<file path="src/ascc_pkg.sv">
// constants for the shared-core converter control block
package ascc_pkg;
  // register byte offsets (chosen layout, one aligned word each)
  localparam logic [4:0] OFF_CTL1L  = 5'h00;
  localparam logic [4:0] OFF_CTL1H  = 5'h04;
  localparam logic [4:0] OFF_CTL2L  = 5'h08;
  localparam logic [4:0] OFF_CTL2H  = 5'h0c;
  localparam logic [4:0] OFF_IRQST  = 5'h10;
  localparam logic [4:0] OFF_IRQMSK = 5'h14;
  // control one low
  localparam int B_MODULE_ON  = 15;
  localparam int B_IDLE_HALT  = 13;
  localparam int B_QUIET_HOLD = 7;
  // control one high
  localparam int B_FRAC       = 7;
  localparam int B_RES_LSB    = 5;
  localparam logic [1:0] RES_RESET = 2'h3;
  // control two low
  localparam int B_RDY_IE     = 15;
  localparam int B_FLT_IE     = 14;
  localparam int B_EARLY_EN   = 12;
  localparam int B_LEAD_LSB   = 8;
  // control two high
  localparam int B_RDY_FLAG   = 15;
  localparam int B_FLT_FLAG   = 14;
  // writable masks; everything else reads zero except the ready and fault flags in control two high
  localparam logic [15:0] MSK_CTL1L = 16'ha080;
  localparam logic [15:0] MSK_CTL1H = 16'h00e0;
  localparam logic [15:0] MSK_CTL2L = 16'hd77f;
  localparam logic [15:0] MSK_CTL2H = 16'h03ff;
  localparam logic [15:0] RST_CTL1H = 16'h0060;
  // interrupt status bits
  localparam int I_RDY = 0;
  localparam int I_FLT = 1;
  localparam int I_CNT = 2;
  // divider / sampling
  localparam logic [7:0] DIV_MIN    = 8'h02;
  localparam logic [10:0] SAMP_ADD  = 11'h002;
  localparam logic [1:0] RESP_OKAY   = 2'h0;
  localparam logic [1:0] RESP_SLVERR = 2'h2;
endpackage : ascc_pkg

</file>
<file path="src/ascc_seq.sv">
// shared core clock divider and conversion sequencer
`timescale 1ns/1ps
`default_nettype none
module ascc_seq (
  // clock and reset
  input  wire logic       aclk,
  input  wire logic       aresetn,
  // settings
  input  wire logic       run,
  input  wire logic       quiet_hold_en,
  input  wire logic [6:0] shared_clk_div,
  input  wire logic [9:0] shared_sample_len,
  input  wire logic [1:0] shared_resolution,
  input  wire logic [2:0] shared_early_lead,
  // partner cores
  input  wire logic       start,
  input  wire logic       other_core_done,
  // results
  output logic            core_tick,
  output logic            busy,
  output logic            early_pulse,
  output logic            done_pulse
);
  typedef enum logic [1:0] {
    S_IDLE = 2'b00, S_SAMP = 2'b01, S_CONV = 2'b10
  } ascc_st_e;

  ascc_st_e    st_reg, st_next;
  logic [7:0]  div_reg;
  logic [10:0] cnt_reg;
  logic        hold_reg;

  function automatic logic [7:0] period_of(input logic [6:0] code);
    logic [7:0] p;
    p = {code, 1'b0};
    period_of = (p < ascc_pkg::DIV_MIN) ? ascc_pkg::DIV_MIN : p;
  endfunction : period_of

  // conversion clocks = resolution bits
  wire [10:0] conv_len  = 11'h006 + {8'h00, shared_resolution, 1'b0};
  wire [10:0] lead_len  = (shared_early_lead == 3'h2 || shared_early_lead == 3'h3)
                        ? 11'h003 : {8'h00, shared_early_lead} + 11'h001;
  wire [7:0]  period    = period_of(shared_clk_div);
  wire        tick      = run && (div_reg == period - 8'h01);
  // pause one core clock when another core finishes
  wire        stall     = hold_reg && st_reg == S_CONV;

  assign core_tick = tick;
  assign busy      = st_reg != S_IDLE;

  always_comb begin
    st_next = st_reg;
    case (st_reg)
      S_IDLE: if (start && run) st_next = S_SAMP;
      S_SAMP: if (tick && cnt_reg == 11'h001) st_next = S_CONV;
      S_CONV: if (tick && !stall && cnt_reg == 11'h001) st_next = S_IDLE;
      default: st_next = S_IDLE;
    endcase
  end

  always_ff @(posedge aclk) begin
    if (!aresetn || !run) begin
      st_reg      <= S_IDLE;
      div_reg     <= 8'h00;
      cnt_reg     <= 11'h000;
      hold_reg    <= 1'b0;
      early_pulse <= 1'b0;
      done_pulse  <= 1'b0;
    end else begin
      st_reg      <= st_next;
      div_reg     <= tick ? 8'h00 : div_reg + 8'h01;
      early_pulse <= 1'b0;
      done_pulse  <= 1'b0;
      if (quiet_hold_en && other_core_done && st_reg == S_CONV) hold_reg <= 1'b1;
      else if (tick) hold_reg <= 1'b0;
      if (st_reg == S_IDLE && st_next == S_SAMP)
        cnt_reg <= {1'b0, shared_sample_len} + ascc_pkg::SAMP_ADD;
      else if (tick && !stall) begin
        if (st_reg == S_SAMP && cnt_reg == 11'h001) cnt_reg <= conv_len;
        else if (cnt_reg != 11'h000) cnt_reg <= cnt_reg - 11'h001;
        if (st_reg == S_CONV && cnt_reg == lead_len + 11'h001) early_pulse <= 1'b1;
        if (st_reg == S_CONV && cnt_reg == 11'h001) done_pulse <= 1'b1;
      end
    end
  end
endmodule : ascc_seq
`default_nettype wire

</file>
<file path="src/ascc_top.sv">
// register file, interrupts and core control for the shared-core converter
// Function
// converter runs only while module_on is one
// software configures everything before setting module_on
// idle_halt stops the converter while device idle is asserted
// quiet hold pauses conversion one core clock when another core finishes
// quiet hold may stretch end of conversion by a few core clocks
// frac_format selects fractional or integer result representation
// shared_resolution codes give 12, 10, 8, 6 bits; resets to 11
// ref_ready_ie gates band gap ready onto common interrupt
// ref_fault_ie gates reference fault onto common interrupt
// software sets ref_fault_ie only after module_on
// early_irq_en picks early flag or ready flag for channel interrupts
// shared_early_lead places early interrupt 1 to 8 core clocks ahead
// software avoids long lead codes at low resolutions
// core clock period is twice divider code, minimum two
// sample time is code plus two core clocks
// ref_ready_flag follows band gap ready, resets to zero
// ref_fault_flag sets when band gap drops after module on
// unimplemented bits ignore writes and read zero
// common interrupt ORs enabled ready and fault events
`timescale 1ns/1ps
`default_nettype none
module ascc_top #(
  parameter int CHANNELS = 3
) (
  // clock and reset
  input  wire logic                aclk,
  input  wire logic                aresetn,
  // axi4-lite write address
  input  wire logic                s_axi_awvalid,
  output logic                     s_axi_awready,
  input  wire logic [31:0]         s_axi_awaddr,
  // axi4-lite write data
  input  wire logic                s_axi_wvalid,
  output logic                     s_axi_wready,
  input  wire logic [31:0]         s_axi_wdata,
  input  wire logic [3:0]          s_axi_wstrb,
  // axi4-lite write response
  output logic                     s_axi_bvalid,
  input  wire logic                s_axi_bready,
  output logic [1:0]               s_axi_bresp,
  // axi4-lite read
  input  wire logic                s_axi_arvalid,
  output logic                     s_axi_arready,
  input  wire logic [31:0]         s_axi_araddr,
  output logic                     s_axi_rvalid,
  input  wire logic                s_axi_rready,
  output logic [31:0]              s_axi_rdata,
  output logic [1:0]               s_axi_rresp,
  // device and reference status
  input  wire logic                device_idle,
  input  wire logic                band_gap_ok,
  // partner cores
  input  wire logic                shared_start,
  input  wire logic                other_core_done,
  input  wire logic [CHANNELS-1:0] early_status_flag,
  input  wire logic [CHANNELS-1:0] channel_ready_flag,
  // core controls
  output logic                     core_enable,
  output logic                     frac_format,
  output logic [1:0]               shared_resolution,
  output logic                     shared_core_tick,
  output logic                     shared_busy,
  output logic                     shared_early_pulse,
  output logic                     shared_done_pulse,
  // interrupts
  output logic [CHANNELS-1:0]      channel_irq,
  output logic                     common_irq,
  output logic                     irq
);
  ////////////////////////////////////////////////////////////////////////////
  logic [15:0] c1l_reg, c1h_reg, c2l_reg, c2h_sw_reg;
  logic        rdy_flag_reg, flt_flag_reg, rdy_prev_reg, on_prev_reg;
  logic [ascc_pkg::I_CNT-1:0] ist_reg, imsk_reg;
  logic        aw_hold_reg, w_hold_reg;
  logic [4:0]  aw_addr_reg;
  logic [31:0] w_data_reg;
  logic [3:0]  w_strb_reg;
  logic [CHANNELS-1:0] early_prev_reg, ready_prev_reg;

  function automatic logic [15:0] merge(input logic [15:0] old, input logic [31:0] d,
                                        input logic [3:0] be, input logic [15:0] msk);
    logic [15:0] n;
    n = old;
    if (be[0]) n[7:0]  = d[7:0];
    if (be[1]) n[15:8] = d[15:8];
    merge = n & msk;
  endfunction : merge

  ////////////////////////////////////////////////////////////////////////////
  // write channel: address and data taken in either order
  wire aw_have  = aw_hold_reg || s_axi_awvalid;
  wire w_have   = w_hold_reg  || s_axi_wvalid;
  wire wr_fire  = aw_have && w_have && !s_axi_bvalid;
  wire [4:0]  wa   = aw_hold_reg ? aw_addr_reg : s_axi_awaddr[4:0];
  wire [31:0] wd   = w_hold_reg  ? w_data_reg  : s_axi_wdata;
  wire [3:0]  wb   = w_hold_reg  ? w_strb_reg  : s_axi_wstrb;
  // a held address was already folded to an unmapped one, so only a live address counts
  wire        w_hi = !aw_hold_reg && |s_axi_awaddr[31:5];
  wire        wa_ok = !w_hi && (wa <= ascc_pkg::OFF_IRQMSK) && (wa[1:0] == 2'h0);
  // an error response must not touch any register
  wire        wr_ok = wr_fire && wa_ok;
  wire wr_c1l  = wr_ok && wa == ascc_pkg::OFF_CTL1L;
  wire wr_c1h  = wr_ok && wa == ascc_pkg::OFF_CTL1H;
  wire wr_c2l  = wr_ok && wa == ascc_pkg::OFF_CTL2L;
  wire wr_c2h  = wr_ok && wa == ascc_pkg::OFF_CTL2H;
  wire wr_ist  = wr_ok && wa == ascc_pkg::OFF_IRQST && wb[0];
  wire wr_imsk = wr_ok && wa == ascc_pkg::OFF_IRQMSK && wb[0];

  assign s_axi_awready = !aw_hold_reg && !s_axi_bvalid;
  assign s_axi_wready  = !w_hold_reg && !s_axi_bvalid;

  always_ff @(posedge aclk) begin
    if (!aresetn) begin
      aw_hold_reg  <= 1'b0;
      w_hold_reg   <= 1'b0;
      aw_addr_reg  <= 5'h00;
      w_data_reg   <= 32'h0000_0000;
      w_strb_reg   <= 4'h0;
      s_axi_bvalid <= 1'b0;
      s_axi_bresp  <= ascc_pkg::RESP_OKAY;
    end else begin
      if (wr_fire) begin
        aw_hold_reg  <= 1'b0;
        w_hold_reg   <= 1'b0;
        s_axi_bvalid <= 1'b1;
        s_axi_bresp  <= wa_ok ? ascc_pkg::RESP_OKAY : ascc_pkg::RESP_SLVERR;
      end else begin
        if (s_axi_awvalid && s_axi_awready) begin
          aw_hold_reg <= 1'b1;
          aw_addr_reg <= w_hi ? 5'h1f : s_axi_awaddr[4:0];
        end
        if (s_axi_wvalid && s_axi_wready) begin
          w_hold_reg <= 1'b1;
          w_data_reg <= s_axi_wdata;
          w_strb_reg <= s_axi_wstrb;
        end
        if (s_axi_bvalid && s_axi_bready) s_axi_bvalid <= 1'b0;
      end
    end
  end

  ////////////////////////////////////////////////////////////////////////////
  // control registers; configuration order is left to software
  always_ff @(posedge aclk) begin
    if (!aresetn) begin
      c1l_reg    <= 16'h0000;
      c1h_reg    <= ascc_pkg::RST_CTL1H;
      c2l_reg    <= 16'h0000;
      c2h_sw_reg <= 16'h0000;
      imsk_reg   <= '0;
    end else begin
      if (wr_c1l) c1l_reg <= merge(c1l_reg, wd, wb, ascc_pkg::MSK_CTL1L);
      if (wr_c1h) c1h_reg <= merge(c1h_reg, wd, wb, ascc_pkg::MSK_CTL1H);
      if (wr_c2l) c2l_reg <= merge(c2l_reg, wd, wb, ascc_pkg::MSK_CTL2L);
      if (wr_c2h) c2h_sw_reg <= merge(c2h_sw_reg, wd, wb, ascc_pkg::MSK_CTL2H);
      if (wr_imsk) imsk_reg <= wd[ascc_pkg::I_CNT-1:0];
    end
  end

  wire module_on    = c1l_reg[ascc_pkg::B_MODULE_ON];
  wire idle_halt    = c1l_reg[ascc_pkg::B_IDLE_HALT];
  wire ref_ready_ie = c2l_reg[ascc_pkg::B_RDY_IE];
  wire ref_fault_ie = c2l_reg[ascc_pkg::B_FLT_IE];
  wire early_irq_en = c2l_reg[ascc_pkg::B_EARLY_EN];
  // converter stops while off, or in idle when told to halt
  wire run = module_on && !(idle_halt && device_idle);

  assign core_enable       = run;
  assign frac_format       = c1h_reg[ascc_pkg::B_FRAC];
  assign shared_resolution = c1h_reg[ascc_pkg::B_RES_LSB +: 2];

  ////////////////////////////////////////////////////////////////////////////
  // reference flags and events
  wire rdy_rise  = rdy_flag_reg && !rdy_prev_reg;
  // fault only counts once the module was already on, so enabling is no event
  wire flt_event = module_on && on_prev_reg && rdy_prev_reg && !band_gap_ok;

  always_ff @(posedge aclk) begin
    if (!aresetn) begin
      rdy_flag_reg <= 1'b0;
      rdy_prev_reg <= 1'b0;
      flt_flag_reg <= 1'b0;
      on_prev_reg  <= 1'b0;
      ist_reg      <= '0;
    end else begin
      rdy_flag_reg <= band_gap_ok;
      rdy_prev_reg <= rdy_flag_reg;
      on_prev_reg  <= module_on;
      if (flt_event) flt_flag_reg <= 1'b1;
      else if (!module_on) flt_flag_reg <= 1'b0;
      // set wins over write-one-to-clear
      ist_reg[ascc_pkg::I_RDY] <= rdy_rise ||
        (ist_reg[ascc_pkg::I_RDY] && !(wr_ist && wd[ascc_pkg::I_RDY]));
      ist_reg[ascc_pkg::I_FLT] <= flt_event ||
        (ist_reg[ascc_pkg::I_FLT] && !(wr_ist && wd[ascc_pkg::I_FLT]));
    end
  end

  assign common_irq = (ref_ready_ie && rdy_flag_reg) ||
                      (ref_fault_ie && flt_flag_reg);
  assign irq = |(ist_reg & imsk_reg &
                 {ref_fault_ie, ref_ready_ie});

  ////////////////////////////////////////////////////////////////////////////
  // per-channel interrupt source select
  always_ff @(posedge aclk) begin
    if (!aresetn) begin
      early_prev_reg <= '0;
      ready_prev_reg <= '0;
      channel_irq    <= '0;
    end else begin
      early_prev_reg <= early_status_flag;
      ready_prev_reg <= channel_ready_flag;
      channel_irq    <= early_irq_en ? (early_status_flag & ~early_prev_reg)
                                     : (channel_ready_flag & ~ready_prev_reg);
    end
  end

  ////////////////////////////////////////////////////////////////////////////
  ascc_seq u_seq (
    .aclk              (aclk),
    .aresetn           (aresetn),
    .run               (run),
    .quiet_hold_en     (c1l_reg[ascc_pkg::B_QUIET_HOLD]),
    .shared_clk_div    (c2l_reg[6:0]),
    .shared_sample_len (c2h_sw_reg[9:0]),
    .shared_resolution (shared_resolution),
    .shared_early_lead (c2l_reg[ascc_pkg::B_LEAD_LSB +: 3]),
    .start             (shared_start),
    .other_core_done   (other_core_done),
    .core_tick         (shared_core_tick),
    .busy              (shared_busy),
    .early_pulse       (shared_early_pulse),
    .done_pulse        (shared_done_pulse)
  );

  ////////////////////////////////////////////////////////////////////////////
  // read channel, one cycle latency
  wire [4:0] ra = s_axi_araddr[4:0];
  wire ra_ok = !(|s_axi_araddr[31:5]) && ra <= ascc_pkg::OFF_IRQMSK && ra[1:0] == 2'h0;
  wire [15:0] c2h_rd = c2h_sw_reg | {rdy_flag_reg, flt_flag_reg, 14'h0000};
  wire [15:0] rd_mux =
      (ra == ascc_pkg::OFF_CTL1L)  ? c1l_reg :
      (ra == ascc_pkg::OFF_CTL1H)  ? c1h_reg :
      (ra == ascc_pkg::OFF_CTL2L)  ? c2l_reg :
      (ra == ascc_pkg::OFF_CTL2H)  ? c2h_rd :
      (ra == ascc_pkg::OFF_IRQST)  ? {14'h0000, ist_reg} :
      (ra == ascc_pkg::OFF_IRQMSK) ? {14'h0000, imsk_reg} : 16'h0000;

  assign s_axi_arready = !s_axi_rvalid;

  always_ff @(posedge aclk) begin
    if (!aresetn) begin
      s_axi_rvalid <= 1'b0;
      s_axi_rdata  <= 32'h0000_0000;
      s_axi_rresp  <= ascc_pkg::RESP_OKAY;
    end else if (s_axi_arvalid && s_axi_arready) begin
      s_axi_rvalid <= 1'b1;
      s_axi_rdata  <= ra_ok ? {16'h0000, rd_mux} : 32'h0000_0000;
      s_axi_rresp  <= ra_ok ? ascc_pkg::RESP_OKAY : ascc_pkg::RESP_SLVERR;
    end else if (s_axi_rready) begin
      s_axi_rvalid <= 1'b0;
    end
  end
endmodule : ascc_top
`default_nettype wire

</file>
<file path="config.mk">
export PLATFORM = sky130hd
export DESIGN_NAME = ascc_top
export DESIGN_NICKNAME = d
export VERILOG_FILES = /design/src/ascc_pkg.sv /design/src/ascc_seq.sv /design/src/ascc_top.sv
export SDC_FILE = /design/constraint.sdc
export NUM_CORES = 1
export LEC_CHECK = 0
export ABC_AREA = 1
export BUFFER_PORTS_ARGS = -buffer_cell sky130_fd_sc_hd__buf_4
export CORE_MARGIN = 2
export CORE_UTILIZATION = 50
export DETAILED_ROUTE_END_ITERATION = 8
export PLACE_DENSITY = 0.88
export SLEW_MARGIN = 25
export SYNTH_ARGS = -nofsm -noshare
export SYNTH_HDL_FRONTEND = slang
export SYNTH_SLANG_ARGS = --single-unit
</file>
<file path="constraint.sdc">
create_clock -name aclk -period 6.7 [get_ports aclk]
set_input_delay 2.01 -clock aclk [delete_from_list [all_inputs] [get_ports aclk]]
set_output_delay 2.01 -clock aclk [all_outputs]
set_load 0.05 [all_outputs]
</file>
==> results of run 1 <==
## worst max-delay path by stage
stage	end	from
after global routing	shared_core_tick	device_idle
after floorplan	shared_core_tick	device_idle
after CTS	shared_core_tick	device_idle
after detailed placement	shared_core_tick	device_idle
final	shared_core_tick	device_idle
after global placement	shared_core_tick	device_idle
## power by group through the flow
stage	clock network [W]	registers [W]	logic, W
finish	0.000871	0.000702	0.000205
global route	0.000907	0.000704	0.000223
CTS	0.000874	0.000702	0.000203
detailed placement	0	0.000716	0.000202
global placement	0	0.000715	0.000198
floorplan	0	0.000723	0.000129
## cells in the mapped netlist, types with 2 or more instances
| cell type | n |
|---|---|
| buf_4 | 21 |
| o21ai_0 | 65 |
| nand4_1 | 42 |
| nand2_1 | 173 |
| o31ai_1 | 4 |
| inv_2 | 5 |
| buf_6 | 2 |
| nor3_1 | 13 |
| o21ai_1 | 6 |
| nor2_2 | 2 |
| ha_1 | 8 |
| nor2_1 | 75 |
| o221ai_1 | 2 |
| or2_1 | 3 |
| o211ai_1 | 3 |
| nor4_1 | 9 |
| clkbuf_1 | 22 |
| xnor2_1 | 3 |
| inv_1 | 92 |
| nand3_1 | 64 |
| buf_2 | 3 |
| nor3b_1 | 3 |
| a21oi_1 | 83 |
| clkinv_1 | 5 |
| nand3b_1 | 7 |
| xor2_1 | 16 |
| dfxtp_1 | 113 |
| o22ai_1 | 6 |
## worst register-to-register path, stage by stage, from the launching register on
cell and delay (ns):
dfxtp_1 0.34, nor2_1 0.30, nand3_1 0.16, nand2_1 0.11
inv_1 0.05, ha_1 0.28, nor2_1 0.05, nor2_1 0.09
nand3_1 0.08, nor2_1 0.16, nand4_1 0.11, nor2_1 0.11
nand4_1 0.42, nand2_1 0.52, nand2_1 0.11, a21oi_1 0.13
## metrics by stage
step                power (W)  cells  cell area, µm²  worst slack (ns)
finish                0.00178   1140            7490              1.22
global route          0.00183   1140            7490              1.06
CTS                   0.00178   1140            7490              1.23
detailed placement   0.000918   1109            6920              1.23
global placement     0.000913   1109            6920              1.25
floorplan            0.000852    881            6010              1.11
## layer usage
layer / track usage / vias up / wire [µm]
met2: 0.414 / 238 / 7750
met3: 0.0578 / 42 / 1050
met4: 0.0984 / 0 / 419
met1: 0.319 / 2829 / 6690
li1: - / 3087 / -
met5: 0 / - / 0
## cell families after synthesis
kind of cell    Yosys count  share of synthesized area
simple gates            397                      0.305
other cells               1                   0.000631
buf+inv                 151                      0.112
compound gates          173                      0.155
flops                   113                      0.380
fa+ha+maj                 8                     0.0168
xor+xnor                 19                     0.0280
mux                       1                    0.00231
## final cells by class
| type | instances | area share |
|---|---|---|
| clock buffers | 18 | 0.0573 |
| clock inverters | 13 | 0.0187 |
| inverters | 102 | 0.0511 |
| multi-input cells | 617 | 0.413 |
| flip-flops and latches | 113 | 0.302 |
| well taps | 143 | 0.0239 |
| repair buffers | 134 | 0.134 |
==> metrics, run 1 <==
gr usage total=0.251; Post-synth EDFFs=0; Routed WL=between 15 and 20 mm; Synth Flop Type=dfxtp_1; vias per cell=5.44; Clock Sinks=113; die area=12,800 µm²; power share of the clock group=0.490; Worst path max stage delay=0.31 ns; Reg-to-Reg End=u_seq.cnt_reg[2]; FFs w/ async S/R, synth=0; antenna violations before repair=0; Post-Synthesis Cell Area=5950 µm²; Crit Path Class=in -> out; Synth Instances=863; Hold WC Path Type=reg -> reg; Final period util=0.818; RSZ-0062 raised after global routing=false; Max-Cap Viols=0; CTS clk-pin slew, worst paths=0.05 ns; Reg area=2260 µm²; latest clock arrival within the worst-skew pair=0.41 ns; area of the multi-input gates=3090 µm²; most common cell after layout, fill and taps aside=nand2_1; Hold Vio Cnt, Final=0; post-CTS setup buffer count=0; CTS Buf Count=17; Pwr Density=237 nW/µm²; Gate power share=0.115; sw power=roughly 0.00047 W; Leakage Power=3.20 nW; final setup violation count=0; sw frac=0.265; first-pass GRT wire length=26.2 mm; Worst Setup Start Kind=input port; routability-driven placement congestion ratio=about 0.9; post-cts repair resize count=0; DRT iter0 DRCs=591; number of global-route vias before repair=5,667; Die W=approximately 110 µm; Worst Clk Skew=between 0.007 and 0.008 ns; initial cell density of the core=0.516; CORE AREA=11,500 µm²; Fillers=about 960; area delta synth->final=26.0%; worst r2r src=c2l_reg[4]; TNS Setup=0 ns; Pint=0.00131 W; Clock Path Buffers=2; Critical Path Slowest Stage Cell=a21oi_2; Req. time, crit path=roughly 4.7 ns; Worst Path Max Fanout=6; synth unique cells=41; Vias=6,196; Hold Path Origin=w_data_reg[7]; post-synth top area cell=dfxtp_1; number of nets still failing antenna checks after routing=0; total iterations of the first detailed-routing run=7; number of diodes=0; CP top delay family=simple AND/OR/NAND/NOR gates; worst reg2reg setup slack=3.61 ns; Net count, final=approximately 1,100; Die H=113 µm; maximum vdd drop=202 µV; hold_ws=0.446 ns; synthesized area per cell=6.89 µm²; port buffer count=132; Tmin final=around 5.5 ns; # DRC=2; violated checks=design-rule violations; worst hold path stage count=2; Util after Layout=0.650; share of layout cells above drive strength 1=0.180; CTS root buffer=clkbuf_16; CTS tree=built; total grt overflow=0; critical path buffer and inverter count=2; Synth area leaders=dfxtp_1 38%, nand2_1 11%, a21oi_1 7.0%; outcome=complete, but fails checks; largest net degree at the start of global routing=47; Seq pwr share=0.395; H-tree depth reported by CTS=4; synth warn=0; commonest non-fill, non-tap cells in the layout=173 x nand2_1, 134 x buf_4, 113 x dfxtp_1; # IOs=171; Final Max Tran Viols=0; worst slew pin tran=1.01 ns; Synth Register Bits=approximately 110; FMAX=182 MHz; Critical Path Stages=9; Worst Path Arrival=3.47 ns; FP Rows=39; CTS Hold Bufs=0; register area share after synthesis=0.380; DR WL/cell=roughly 14 µm; post-synth top area share=0.380; WHS Endpoint=w_data_reg[7]; Worst slew margin=0.322; CP endpoint kind=primary output; CP Cell Sequence=buf_4, a21oi_2, nand3_1, nor2_1, nand2_1, nor2_1, nand3_1, nor2_2, buf_4; HPWL after DPL=roughly 11 mm; reg2reg path depth=15
Power figures use the tool's default switching activity.
==> run 2: changes to the inputs <==
--- a/config.mk
+++ b/config.mk
@@ -8,9 +8,9 @@
 export ABC_AREA = 1
 export BUFFER_PORTS_ARGS = -buffer_cell sky130_fd_sc_hd__buf_4
 export CORE_MARGIN = 2
-export CORE_UTILIZATION = 50
+export CORE_UTILIZATION = 47
 export DETAILED_ROUTE_END_ITERATION = 8
-export PLACE_DENSITY = 0.88
+export PLACE_DENSITY = 0.87
 export SLEW_MARGIN = 25
 export SYNTH_ARGS = -nofsm -noshare
 export SYNTH_HDL_FRONTEND = slang
==> constraint.sdc (replaced) <==
create_clock -name aclk -period 4.4 [get_ports aclk]
set_input_delay 1.32 -clock aclk [delete_from_list [all_inputs] [get_ports aclk]]
set_output_delay 1.32 -clock aclk [all_outputs]
set_load 0.05 [all_outputs]
==> metrics, run 2 (synthesis results as in run 1) <==
Worst Setup Start Kind=flip-flop (was input port); Worst Path Max Fanout=6 (unchanged); CTS root buffer=clkbuf_16 (unchanged); # DRC=0 (was 2); cell repeated most along the worst path=nor2_1; CTS Buf Count=17 (unchanged); H-tree depth reported by CTS=4 (unchanged); CP Cell Sequence=nor2_1, nand3_1, nand2_1, inv_1, ha_1, nor2_1, nor2_1, nand3_1, nor2_1, nand2_1, nor2_1, nand3_1, nor2_2, buf_4 (was buf_4, a21oi_2, nand3_1, nor2_1, nand2_1, nor2_1, nand3_1, nor2_2, buf_4); Tmin final=between 4 and 5 ns; Pwr Density=366 nW/µm² (was 237 nW/µm²); DRT iter0 DRCs=554 (was 591); Critical Path Slowest Stage Cell=dfxtp_1 (was a21oi_2); Placed Area=6980 µm² (was 6920 µm²); post-CTS setup buffer count=0 (unchanged); power share of the clock group=0.500 (was 0.490); final setup violation count=0 (unchanged); share of layout cells above drive strength 1=0.183 (was 0.180); number of global-route vias before repair=5,641 (was 5,667); CP endpoint kind=primary output (unchanged); GR Util met1=0.308 (was 0.319); initial cell density of the core=0.477 (was 0.516); Routed WL=16.2 mm (was 15.9 mm); HPWL after DPL=11.3 mm (about the same); outcome=completed (was complete, but fails checks); Hold WC Path Type=reg -> reg (unchanged); sw power=0.000753 W (was 0.000470 W); Worst slew margin=0.420 (was 0.322); Req. time, crit path=3.08 ns (was 4.69 ns); die area=13,600 µm² (was 12,800 µm²); latest clock arrival within the worst-skew pair=0.43 ns (was 0.41 ns); Clock Path Buffers=2 (unchanged); Worst path max stage delay=0.35 ns (was 0.31 ns); CORE AREA=12,500 µm² (was 11,500 µm²); Net count, final=1,113 (was 1,110); CTS Hold Bufs=0 (unchanged); CTS tree=built (unchanged); Gate power share=0.114 (was 0.115); Max-Cap Viols=0 (unchanged); Design Area, Final=7570 µm² (was 7490 µm²); largest net degree at the start of global routing=47 (unchanged); Die H=116 µm (was 113 µm); area delta synth->final=27.3% (was 26.0%); Final period util=0.927; worst reg2reg setup slack=1.31 ns (was 3.61 ns); first-pass GRT wire length=26.3 mm (was 26.2 mm); routability-driven placement congestion ratio=0.918 (was 0.895); number of nets still failing antenna checks after routing=0 (unchanged); Pint=0.00202 W (was 0.00131 W); total iterations of the first detailed-routing run=5 (was 7); final non-filler cell total=1,173 (was 1,140); Die W=116 µm (was 113 µm); most common cell after layout, fill and taps aside=nand2_1 (unchanged); gr usage total=0.245 (was 0.251); FP Rows=41 (was 39); RSZ-0062 raised after global routing=false (unchanged); commonest non-fill, non-tap cells in the layout=173 x nand2_1, 137 x buf_4, 113 x dfxtp_1 (was 173 x nand2_1, 134 x buf_4, 113 x dfxtp_1); Worst Path Arrival=2.76 ns (was 3.47 ns); maximum vdd drop=390 µV (was 202 µV); Seq pwr share=0.386 (was 0.395); CTS clk-pin slew, worst paths=0.06 ns (was 0.05 ns); Hold Vio Cnt, Final=0 (unchanged); Crit Path Class=reg -> out (was in -> out); total grt overflow=0 (unchanged); DR WL/cell=13.8 µm (was 14.0 µm); sw frac=0.272 (was 0.265); port buffer count=132 (unchanged); TNS Setup=0 ns (unchanged); Clock Sinks=113 (unchanged); post-cts repair resize count=0 (unchanged); hold_ws=0.448 ns (was 0.446 ns); number of diodes=0 (unchanged); Leakage Power=3.22 nW (was 3.20 nW); worst slew pin tran=0.864 ns (was 1.01 ns); vias per cell=5.31 (was 5.44); met3 Usage GRT=0.0612 (was 0.0578); Worst Clk Skew=0.0106 ns (was 0.00715 ns); busiest grt layer=met2 (unchanged); antenna violations before repair=0 (unchanged); Final Max Tran Viols=0 (unchanged); # IOs=171 (unchanged); GRT met2 Usage=0.399 (was 0.414); Vias=6,227 (was 6,196); Cells after DPL=1,141 (was 1,109); FMAX=between 200 and 250 MHz
run 2: cell count changes in the layout (fill, tap and decap cells not counted), sizes merged:
| cell | delta |
|---|---|
| clkinvlp | +1 |
| clkinv | -5 |
| buf | +3 |
| inv | +5 |
run 2: metal layers:
layer / vias up / routed length (µm)
met4: 0 / 540
met1: 2800 / 6710
met5: - / 0
met3: 51 / 1150
li1: 3104 / -
met2: 272 / 7840
run 2: area by class of cell:
class	count	area, µm²
Fill cell	1104	4900
Multi-Input combinational cell	617	3090
Sequential cell	113	2260
Timing Repair Buffer	137	1030
Clock buffer	18	439
Inverter	102	383
Tap cell	172	215
Clock inverter	14	151
run 2: worst max-delay path, delay by kind of cell, from the launching register on:
kind	cells	cell delay, ns
and+or+nand+nor	11	1.38
adders and majority gates	1	0.29
buffers and inverters	2	0.30
DFF	1	0.35
run 2: per-stage QoR:
stage | worst slack (ns) | total power, W | utilization
global route | 0.0513 | 0.00286 | 0.607
global placement | 0.452 | 0.00139 | 0.560
finish | 0.323 | 0.00277 | 0.607
floorplan | 0.193 | 0.00130 | -
detailed placement | 0.459 | 0.00140 | 0.560
CTS | 0.361 | 0.00277 | 0.607
run 2: path summary, 6_finish.rpt:
| check | cells after the start | from | to |
|---|---|---|---|
| worst min-delay path | 2 | w_data_reg[2] | w_data_reg[2] |
| worst max register to register | 15 | c2l_reg[4] | u_seq.cnt_reg[6] |
| worst max-delay path | 14 | c2l_reg[4] | shared_core_tick |
| worst min register to register | 2 | w_data_reg[2] | w_data_reg[2] |
run 2: power by group through the flow:
stage	combinational (W)	sequential, W	clock [W]
finish	0.000316	0.00107	0.00138
global route	0.000343	0.00107	0.00144
CTS	0.000313	0.00107	0.00139
detailed placement	0.000310	0.00109	0
global placement	0.000303	0.00109	0
floorplan	0.000196	0.00110	0
